--- src/hdl/eq_strobe_pkg.sv ---
// Constants and types for the per-port equaliser and strobe register bank.
// Assumes a byte-wide register port fed by the serial configuration slave.
package eq_strobe_pkg;

  // Number of receive ports and register widths
  localparam int NUM_PORTS = 2;
  localparam int PORT_W = 1;
  localparam int TAP_W = 4;
  localparam int OFFSET_W = 5;

  // Main-space register offsets
  localparam logic [7:0] ADDR_PORT_SELECT = 8'h4C;
  localparam logic [7:0] ADDR_INDIRECT_CONTROL = 8'hB0;
  localparam logic [7:0] ADDR_INDIRECT_OFFSET = 8'hB1;
  localparam logic [7:0] ADDR_INDIRECT_DATA = 8'hB2;
  localparam logic [7:0] ADDR_EQ_CONTROL = 8'hD2;
  localparam logic [7:0] ADDR_EQ_BYPASS = 8'hD4;
  localparam logic [7:0] ADDR_EQ_ADAPTION_LIMITS = 8'hD5;
  localparam logic [7:0] ADDR_STROBE_CLOCK_DELAY_STATUS = 8'hD6;
  localparam logic [7:0] ADDR_STROBE_DATA_DELAY_STATUS = 8'hD7;

  // Indirect space: strobe block selects and register offset
  localparam logic [7:0] BLOCK_STROBE_PORT0 = 8'h04;
  localparam logic [7:0] BLOCK_STROBE_PORT1 = 8'h08;
  localparam logic [7:0] OFS_MANUAL_STROBE_DELAY = 8'h08;

  // Indirect control layout: block select in 7:2, auto-increment in 0
  localparam int IND_BLOCK_HI = 7;
  localparam int IND_BLOCK_LO = 2;
  localparam int IND_AUTO_INC_BIT = 0;
  localparam logic [7:0] IND_CONTROL_MASK = 8'hFD;

  // Equaliser field positions
  localparam int EQ_FLOOR_START_BIT = 2;
  localparam int EQ_DISABLE_BIT = 0;
  localparam int EQ_CEIL_HI = 7;
  localparam int EQ_CEIL_LO = 4;
  localparam int EQ_START_HI = 3;
  localparam int EQ_START_LO = 0;
  localparam int EQ_STAGE1_HI = 7;
  localparam int EQ_STAGE1_LO = 5;
  localparam int EQ_STAGE2_HI = 3;
  localparam int EQ_STAGE2_LO = 1;
  localparam logic [7:0] EQ_CONTROL_MASK = 8'h04;

  // Manual strobe field positions
  localparam int DATA_COARSE_BIT = 7;
  localparam int DATA_FINE_HI = 6;
  localparam int DATA_FINE_LO = 4;
  localparam int CLOCK_COARSE_BIT = 3;
  localparam int CLOCK_FINE_HI = 2;
  localparam int CLOCK_FINE_LO = 0;
  localparam logic [TAP_W-1:0] COARSE_EXTRA_TAPS = 4'h6;

  // Reset values
  localparam logic [7:0] RST_PORT_SELECT = 8'h00;
  localparam logic [7:0] RST_INDIRECT = 8'h00;
  localparam logic [7:0] RST_EQ_CONTROL = 8'h04;
  localparam logic [7:0] RST_EQ_BYPASS = 8'h60;
  localparam logic [7:0] RST_EQ_ADAPTION_LIMITS = 8'hF2;
  localparam logic [7:0] RST_MANUAL_STROBE_DELAY = 8'h00;

  // Whole register state of the bank
  typedef struct packed {
    logic [PORT_W-1:0] port_sel;
    logic [7:0] ind_control;
    logic [7:0] ind_offset;
    logic [NUM_PORTS-1:0][7:0] eq_control;
    logic [NUM_PORTS-1:0][7:0] eq_bypass;
    logic [NUM_PORTS-1:0][7:0] eq_limits;
    logic [NUM_PORTS-1:0][7:0] manual_strobe;
    logic [7:0] rdata;
    logic rd_valid;
  } bank_state_type;

endpackage

--- src/hdl/strobe_setting_if.sv ---
// Carries one port's manual strobe byte and its decoded delays.
// Assumes both ends sit in the register clock domain.
`timescale 1ns/1ps
`default_nettype none
interface strobe_setting_if;
  logic [7:0] setting;
  logic [eq_strobe_pkg::TAP_W-1:0] clock_taps;
  logic [eq_strobe_pkg::TAP_W-1:0] data_taps;
  logic signed [eq_strobe_pkg::OFFSET_W-1:0] sample_offset;

  // Register bank side
  modport bank (output setting, input clock_taps, data_taps, sample_offset);
  // Decoder side
  modport decoder (input setting, output clock_taps, data_taps,
    sample_offset);
endinterface
`default_nettype wire

--- src/hdl/eq_strobe_control_regs.sv ---
// Per-port equaliser and strobe register bank with indirect access path.
// Assumes a serial configuration slave drives byte reads and writes
// as one-cycle strobes; adaption engines sit outside this block.
//
// Overview of operation
// Bypass bit selects manual equaliser, resets adaptive
// Upper nibble caps adaption, resets to all ones
// Software keeps ceiling above floor with floor start
// Floor start uses low nibble, resets to two
// Floor start control resets enabled, else start zero
// Clock delay status at 0xD6, upper bits zero
// Data delay status at 0xD7, upper bits zero
// Port select picks which port's registers appear
// Indirect control, offset, data at consecutive offsets
// Host writes control, offset, then data
// Host selects block, offset, then reads data
// Auto-increment advances offset after each data access
// Host selects 0x04 port zero, 0x08 port one
// Manual strobe register at indirect offset 0x08
// Coarse bits low add six buffers, high none
// Fine fields add value buffers, reset zero
// Software disables other adaption before manual strobe
// Clock delay samples later, data delay earlier
// Control layout: block 7:2, auto-increment bit 0
`timescale 1ns/1ps
`default_nettype none
module eq_strobe_control_regs
(
  // Clock and reset
  input wire logic i_clk,
  input wire logic i_rst,
  // Register access from the serial slave
  input wire logic [7:0] i_reg_addr,
  input wire logic [7:0] i_reg_wdata,
  input wire logic i_reg_wr,
  input wire logic i_reg_rd,
  output logic [7:0] o_reg_rdata,
  output logic o_reg_rd_valid,
  // Strobe delays currently applied, per port
  input wire logic [eq_strobe_pkg::NUM_PORTS-1:0][2:0] i_applied_clock_delay,
  input wire logic [eq_strobe_pkg::NUM_PORTS-1:0][2:0] i_applied_data_delay,
  // Equaliser controls, per port
  output logic [eq_strobe_pkg::NUM_PORTS-1:0] o_eq_adapt_enable,
  output logic [eq_strobe_pkg::NUM_PORTS-1:0][5:0] o_eq_manual_value,
  output logic [eq_strobe_pkg::NUM_PORTS-1:0][3:0] o_eq_adapt_ceiling,
  output logic [eq_strobe_pkg::NUM_PORTS-1:0][3:0] o_eq_start_level,
  // Manual strobe delays, per port
  output logic [eq_strobe_pkg::NUM_PORTS-1:0][3:0] o_clock_delay_taps,
  output logic [eq_strobe_pkg::NUM_PORTS-1:0][3:0] o_data_delay_taps,
  output logic [eq_strobe_pkg::NUM_PORTS-1:0][4:0] o_sample_offset
);

  // Register map, byte addresses in the main space
  // 0x4C port select
  //   7:1  read as zero
  //   0    port shown by every per-port register below
  // 0xB0 indirect control
  //   7:2  block select: 1 is port zero strobe, 2 is port one
  //   1    reserved: writes dropped, reads zero
  //   0    auto-increment of the offset after data accesses
  // 0xB1 indirect offset
  //   7:0  offset inside the selected block, wraps at the top
  // 0xB2 indirect data
  //   7:0  byte at the selected block and offset
  // 0xD2 equaliser control, per port
  //   7:3  read as zero
  //   2    start adaption from the floor level, resets to one
  //   1:0  read as zero
  // 0xD4 equaliser bypass, per port, resets to 0x60
  //   7:5  manual stage one value
  //   4    lock mode, stored and read back only; no output carries it
  //   3:1  manual stage two value
  //   0    1 uses the manual value, 0 runs adaption
  // 0xD5 adaption limits, per port, resets to 0xF2
  //   7:4  highest setting adaption may reach
  //   3:0  start level while floor start is on
  // 0xD6 clock delay status, per port, read only
  //   7:3  read as zero
  //   2:0  clock delay now applied to the strobe circuit
  // 0xD7 data delay status, per port, read only
  //   7:3  read as zero
  //   2:0  data delay now applied to the strobe circuit
  // Strobe block offset 0x08: manual strobe byte, resets to zero
  //   7    coarse data delay: 0 adds six buffers, 1 none
  //   6:4  fine data delay: adds its value in buffers
  //   3    coarse clock delay: 0 adds six buffers, 1 none
  //   2:0  fine clock delay: adds its value in buffers
  // Other blocks and offsets read zero and drop their writes
  // Writes to the read-only and unmapped addresses are ignored

  eq_strobe_pkg::bank_state_type state_reg;
  eq_strobe_pkg::bank_state_type state_next;

  // Maps a block select to a strobe port; bit PORT_W flags a hit.
  // Only block selects 1 and 2 hold anything here; any other block
  // reads zero through the data register and drops its writes.
  function automatic logic [eq_strobe_pkg::PORT_W:0] strobe_block(
    input logic [7:0] ctl);
    logic [7:0] blk;
    blk = {2'b00, ctl[eq_strobe_pkg::IND_BLOCK_HI:eq_strobe_pkg::IND_BLOCK_LO]};
    if ({blk[5:0], 2'b00} == eq_strobe_pkg::BLOCK_STROBE_PORT0)
      strobe_block = {1'b1, 1'b0};
    else if ({blk[5:0], 2'b00} == eq_strobe_pkg::BLOCK_STROBE_PORT1)
      strobe_block = {1'b1, 1'b1};
    else
      strobe_block = '0;
  endfunction

  logic [eq_strobe_pkg::PORT_W:0] ind_hit;
  logic ind_strobe_sel;
  logic [eq_strobe_pkg::PORT_W-1:0] ind_port;
  logic [eq_strobe_pkg::PORT_W-1:0] port;
  logic data_access;
  logic auto_inc;

  // Indirect target decode
  always_comb
  begin
    ind_hit = strobe_block(state_reg.ind_control);
    ind_port = ind_hit[eq_strobe_pkg::PORT_W-1:0];
    ind_strobe_sel = ind_hit[eq_strobe_pkg::PORT_W] &&
      (state_reg.ind_offset == eq_strobe_pkg::OFS_MANUAL_STROBE_DELAY);
    port = state_reg.port_sel;
    // Every data access counts, hit or miss, so a host can step
    // over offsets that hold nothing
    data_access = (i_reg_wr || i_reg_rd) &&
      (i_reg_addr == eq_strobe_pkg::ADDR_INDIRECT_DATA);
    auto_inc = state_reg.ind_control[eq_strobe_pkg::IND_AUTO_INC_BIT];
  end

  // Next state: register writes, indirect path and read data
  always_comb
  begin
    state_next = state_reg;
    state_next.rd_valid = 1'b0;
    if (i_reg_wr)
    begin
      case (i_reg_addr)
        eq_strobe_pkg::ADDR_PORT_SELECT:
          state_next.port_sel = i_reg_wdata[eq_strobe_pkg::PORT_W-1:0];
        eq_strobe_pkg::ADDR_INDIRECT_CONTROL:
          state_next.ind_control = i_reg_wdata &
            eq_strobe_pkg::IND_CONTROL_MASK;
        eq_strobe_pkg::ADDR_INDIRECT_OFFSET:
          state_next.ind_offset = i_reg_wdata;
        eq_strobe_pkg::ADDR_INDIRECT_DATA:
        begin
          if (ind_strobe_sel)
            state_next.manual_strobe[ind_port] = i_reg_wdata;
        end
        // Per-port registers land in the selected port's copy
        eq_strobe_pkg::ADDR_EQ_CONTROL:
          state_next.eq_control[port] = i_reg_wdata &
            eq_strobe_pkg::EQ_CONTROL_MASK;
        eq_strobe_pkg::ADDR_EQ_BYPASS:
          state_next.eq_bypass[port] = i_reg_wdata;
        eq_strobe_pkg::ADDR_EQ_ADAPTION_LIMITS:
          state_next.eq_limits[port] = i_reg_wdata;
        default:
          state_next.port_sel = state_reg.port_sel; // Unmapped: ignored
      endcase
    end
    // Offset steps after every data access when auto-increment is set;
    // it wraps from 0xFF to 0x00. A write and a read of the data
    // register in one cycle step it only once.
    if (data_access && auto_inc)
      state_next.ind_offset = state_reg.ind_offset + 8'h01;
    // Reads answer one cycle later; status bytes are sampled at the
    // taking edge, and a write in the same cycle is not yet visible
    if (i_reg_rd)
    begin
      state_next.rd_valid = 1'b1;
      case (i_reg_addr)
        eq_strobe_pkg::ADDR_PORT_SELECT:
          state_next.rdata = {7'h00, state_reg.port_sel};
        eq_strobe_pkg::ADDR_INDIRECT_CONTROL:
          state_next.rdata = state_reg.ind_control;
        eq_strobe_pkg::ADDR_INDIRECT_OFFSET:
          state_next.rdata = state_reg.ind_offset;
        eq_strobe_pkg::ADDR_INDIRECT_DATA:
          state_next.rdata = ind_strobe_sel ?
            state_reg.manual_strobe[ind_port] : 8'h00;
        eq_strobe_pkg::ADDR_EQ_CONTROL:
          state_next.rdata = state_reg.eq_control[port];
        eq_strobe_pkg::ADDR_EQ_BYPASS:
          state_next.rdata = state_reg.eq_bypass[port];
        eq_strobe_pkg::ADDR_EQ_ADAPTION_LIMITS:
          state_next.rdata = state_reg.eq_limits[port];
        eq_strobe_pkg::ADDR_STROBE_CLOCK_DELAY_STATUS:
          state_next.rdata = {5'h00, i_applied_clock_delay[port]};
        eq_strobe_pkg::ADDR_STROBE_DATA_DELAY_STATUS:
          state_next.rdata = {5'h00, i_applied_data_delay[port]};
        default:
          state_next.rdata = 8'h00; // Unmapped reads zero
      endcase
    end
  end

  // State register; the reset branch loads constants only, so both
  // ports come out of reset with the same settings
  always_ff @(posedge i_clk or posedge i_rst)
  begin
    if (i_rst)
    begin
      state_reg.port_sel <= eq_strobe_pkg::RST_PORT_SELECT[0];
      state_reg.ind_control <= eq_strobe_pkg::RST_INDIRECT;
      state_reg.ind_offset <= eq_strobe_pkg::RST_INDIRECT;
      state_reg.eq_control <= {eq_strobe_pkg::NUM_PORTS{
        eq_strobe_pkg::RST_EQ_CONTROL}};
      state_reg.eq_bypass <= {eq_strobe_pkg::NUM_PORTS{
        eq_strobe_pkg::RST_EQ_BYPASS}};
      state_reg.eq_limits <= {eq_strobe_pkg::NUM_PORTS{
        eq_strobe_pkg::RST_EQ_ADAPTION_LIMITS}};
      state_reg.manual_strobe <= {eq_strobe_pkg::NUM_PORTS{
        eq_strobe_pkg::RST_MANUAL_STROBE_DELAY}};
      state_reg.rdata <= 8'h00;
      state_reg.rd_valid <= 1'b0;
    end
    else
      state_reg <= state_next;
  end

  // Read answer
  assign o_reg_rdata = state_reg.rdata;
  assign o_reg_rd_valid = state_reg.rd_valid;

  // Per-port equaliser controls and strobe decoders
  genvar g;
  generate
    for (g = 0; g < eq_strobe_pkg::NUM_PORTS; g++)
    begin : g_port
      // Per-port link from the strobe byte to its decoder
      strobe_setting_if link ();

      // Each decoder sees only its own port's strobe byte
      assign link.setting = state_reg.manual_strobe[g];

      // Byte to buffer counts and sample offset
      strobe_delay_decode u_decode
      (
        .link(link.decoder)
      );

      // Bypass selects the manual stage values
      assign o_eq_adapt_enable[g] =
        ~state_reg.eq_bypass[g][eq_strobe_pkg::EQ_DISABLE_BIT];
      assign o_eq_manual_value[g] = {
        state_reg.eq_bypass[g][eq_strobe_pkg::EQ_STAGE1_HI:
          eq_strobe_pkg::EQ_STAGE1_LO],
        state_reg.eq_bypass[g][eq_strobe_pkg::EQ_STAGE2_HI:
          eq_strobe_pkg::EQ_STAGE2_LO]};
      assign o_eq_adapt_ceiling[g] =
        state_reg.eq_limits[g][eq_strobe_pkg::EQ_CEIL_HI:
          eq_strobe_pkg::EQ_CEIL_LO];
      // Start from the floor when enabled, else from zero
      assign o_eq_start_level[g] =
        state_reg.eq_control[g][eq_strobe_pkg::EQ_FLOOR_START_BIT] ?
        state_reg.eq_limits[g][eq_strobe_pkg::EQ_START_HI:
          eq_strobe_pkg::EQ_START_LO] : 4'h0;
      // Decoded delays leave as the decoder gives them
      assign o_clock_delay_taps[g] = link.clock_taps;
      assign o_data_delay_taps[g] = link.data_taps;
      assign o_sample_offset[g] = link.sample_offset;
    end
  endgenerate

endmodule // eq_strobe_control_regs
`default_nettype wire

--- src/hdl/strobe_delay_decode.sv ---
// Turns a manual strobe byte into buffer-delay counts and sample offset.
// Assumes the setting is held in flip-flops by the register bank.
`timescale 1ns/1ps
`default_nettype none
module strobe_delay_decode
(
  // Strobe setting link
  strobe_setting_if.decoder link
);

  logic [eq_strobe_pkg::TAP_W-1:0] clk_coarse;
  logic [eq_strobe_pkg::TAP_W-1:0] dat_coarse;

  // Coarse bit low adds six buffers, high adds none
  always_comb
  begin
    clk_coarse = link.setting[eq_strobe_pkg::CLOCK_COARSE_BIT] ?
      '0 : eq_strobe_pkg::COARSE_EXTRA_TAPS;
    dat_coarse = link.setting[eq_strobe_pkg::DATA_COARSE_BIT] ?
      '0 : eq_strobe_pkg::COARSE_EXTRA_TAPS;
  end

  // Fine field adds its own value in buffers
  assign link.clock_taps = clk_coarse + {1'b0,
    link.setting[eq_strobe_pkg::CLOCK_FINE_HI:eq_strobe_pkg::CLOCK_FINE_LO]};

  assign link.data_taps = dat_coarse + {1'b0,
    link.setting[eq_strobe_pkg::DATA_FINE_HI:eq_strobe_pkg::DATA_FINE_LO]};


  // Positive offset samples later, negative earlier
  assign link.sample_offset = $signed({1'b0, link.clock_taps}) -
    $signed({1'b0, link.data_taps});

endmodule // strobe_delay_decode
`default_nettype wire

--- config.mk ---
export PLATFORM = sky130hd
export DESIGN_NAME = eq_strobe_control_regs
export DESIGN_NICKNAME = d
export VERILOG_FILES = /design/src/hdl/eq_strobe_pkg.sv /design/src/hdl/strobe_setting_if.sv /design/src/hdl/eq_strobe_control_regs.sv /design/src/hdl/strobe_delay_decode.sv
export SDC_FILE = /design/constraint.sdc
export NUM_CORES = 1
export LEC_CHECK = 0
export BUFFER_PORTS_ARGS = -buffer_cell sky130_fd_sc_hd__buf_2
export CAP_MARGIN = 20
export CORE_MARGIN = 10
export CORE_UTILIZATION = 52
export CTS_BUF_LIST = sky130_fd_sc_hd__clkbuf_4 sky130_fd_sc_hd__clkbuf_8
export DETAILED_ROUTE_END_ITERATION = 16
export GPL_TIMING_DRIVEN = 1
export PLACE_DENSITY = 0.78
export RECOVER_POWER = 25
export SYNTH_ARGS = -nofsm -noshare
export SYNTH_HDL_FRONTEND = slang
export SYNTH_SLANG_ARGS = --single-unit
export TNS_END_PERCENT = 5
--- constraint.sdc ---
create_clock -name i_clk -period 2.32 [get_ports i_clk]
set_input_delay 0 -clock i_clk [delete_from_list [all_inputs] [get_ports i_clk]]
set_output_delay 0 -clock i_clk [all_outputs]
set_load 0.02 [all_outputs]
==> reports/metrics.cfg <==
[run_status]
run_status=complete, no violations

[detailed_routing]
avgViaCountPerCell=5.77
totalWireLength_um=14500
routed_wire_length_per_instance_um=20.5
final_antenna_net_count=0
drt_iter0_markers=288
via_count=4087
route.detailed.drc=0
dr.pass1.iters=7

[floorplanning]
io_pins=97
start_util_pct=53.7
core_um2=9860
rows=36
fp.dieH_um=121
die_area_um2=14600
die_width_um=121

[timing]
final_hold_viol_count=0
crit_share_post_route_pct=99.6
maxClockFrequency_ghz=0.433
grt_setup_unrepaired=true
timing.final.crit_period_ps=2310
finalClockSkew_ps=15.3
timing.final.setup_violations=0
drv_slew=0
timing_worst_slew_pin_value_ps=1050
worst_slew_margin_rel_pct=30.1
fin_hold_ws_ps=37.5

[synth]
synth.cell_area_um2=5300
synth-edff-count=0
synth_top_area_share_pct=34.5
async_reset_ff_share_pct=100
synth.most_common_cell=mux2_2
synthesis.area_per_instance_um2=11.1
seq_area_frac_synth_pct=42.4
synth.distinct_cells=61
synthTopCellsByArea=dfrtp_1 (34%), mux2_2 (16%), dfstp_2 (7.9%)
yosys_register_bits=89
netlist_top_cells_count=mux2_2 (77), dfrtp_1 (73), inv_1 (48)
cell_accounting_for_the_most_synthesized_area=dfrtp_1
netlist_instances=478
yosysWarningCount=0
dominantRegCellSynth=dfrtp_1
syn_nets=530

[placement]
port_buffers=96
detailedPlacementHpwl_um=10900
placed_cell_count=686
finalWeightedCongestion=0.900
placed_cell_area_um2=5850

[pwr]
leak_nw=3.04
max-vdd-ir-drop_v=0.000256
power_density_cells_nw_per_um2=478

[run]
max-cap-violations=0

[clocking]
max-clock-path-buffers=2
cts-htree-levels=3
worst_setup_hold_path_clk_slew_ps=90
cts_inserted_buffers=9
cts_num_sinks=89
clockRootBuffer=clkbuf_8
worst_skew_pair.late_latency_ps=370
tritoncts=yes

[global_route]
grt_usage_pct=19.8
antenna_found_initial=0
first_pass_grt_wire_length_um=22900
first_global_vias=4369
globalRoute.totalOverflow=0
grt_start_max_net_pins=44

[critical_path]
setup.worst_path.start_class=flip-flop
reg2reg_slack_ps=140
timing_worst_setup_path_type=reg2out
library_cell_contributing_the_largest_single_delay_on_the_critical_path=fa_1
end_kind=primary output
max_incr_delay_on_cp_ps=470
critPathRequiredTime_ps=2320
sequence_of_cells_on_the_critical_path=inv_1 -> ha_1 -> inv_1 -> fa_1 -> inv_1 -> ha_4 -> a21o_1 -> a21oi_2 -> buf_6
path_max_fanout=3
worst_flop_to_flop_path_startpoint=state_reg[73]
path_common_cell=inv_1
critPathArrivalTime_ps=2310
r2r_cells=8

[final_layout]
post-route-cell-area_um2=6170
insertedDiodeCount=0
layout-drive-gt1-share_pct=44.7
nets=622
final-instance-count-excl-fill=708
layout_stage_area_growth_over_the_synthesis_result_pct=16.4

[hold_path]
hold_path_end=state_reg[80]
hp-start=i_reg_wdata[7]
hold_path_class=in2reg
hold-path-cell-count=3

[area by class of cell]
cell class                 count  area (µm²)
clock buffer                  12         165
clock inverter                 4        33.8
fill                         769        3700
inverter                      48         181
multi-input combinational    293        2610
sequential                    89        2250
tap                          133         166
timing repair buffer         129         768
[cell usage in the layout (no fill, tap or decap), types with 9 or more instances in the layout]
master    instances
a21oi_1          16
buf_2            91
buf_4            29
clkbuf_8         12
dfrtp_1          72
dfstp_2          16
ha_1             11
inv_1            47
mux2_2           77
nand2_1          12
nor2_1           19
nor2b_1          16
nor3_1            9
[power breakdown]
part	leakage [nW]	switching (mW)	internal, mW
Clock	0.0992	0.563	0.485
Sequential	1.17	0.0283	1.58
Combinational	1.77	0.176	0.114
[critical path, delay by kind of cell (launching register included)]
family	cells	cell delay, ps
DFF	1	390
AOI/OAI and AO/OA	2	320
buffers and inverters	4	350
adders and majority gates	3	890
[repair_timing]
| action | CTS | global route |
|---|---|---|
| gates cloned | 0 | 0 |
| gates resized for setup | 7 | 7 |
| hold buffers | 3 | 0 |
| hold endpoints to repair | 79 | 0 |
| endpoints found under the setup margin | 4 | 21 |
| setup buffers | 2 | 1 |
[per-stage QoR]
stage               setup slack [ps]  utilization, %  TNS [ps]  total power, mW
floorplan                       39.6               -         0             1.81
global placement                 188            59.3         0             1.92
detailed placement              92.5            59.3         0             1.93
CTS                             5.33            62.2         0             2.98
global route                    -107            62.5      -305             3.06
finish                          9.72            62.5         0             2.95
[per-layer routing]
layer | part of all wire [%] | global-route usage, %
met1 | 41 | 23.1
met2 | 49 | 32.9
met3 | 8.4 | 6.47
met4 | 2.0 | 7.62
met5 | 0 | 0
[worst max path at each step]
stage                        startpoint                  to  slack [ps]
after floorplan                   i_rst           async pin          40
after global placement    state_reg[85]           flip-flop         190
after detailed placement  state_reg[73]           flip-flop          90
after CTS                     flip-flop  o_sample_offset[9]           5
after global routing          flip-flop  o_sample_offset[4]        -110
final                         flip-flop  o_sample_offset[9]          10
[kinds of logic after synthesis]
family	after synthesis	synth area share, %
and+or+nand+nor	108	12.4
adders and majority gates	20	5.57
DFF	89	42.4
buffers and inverters	96	9.31
muxes	89	19.6
AOI/OAI and AO/OA	71	9.85
xor gates and xnor gates	5	0.827
Power figures use the tool's default switching activity.
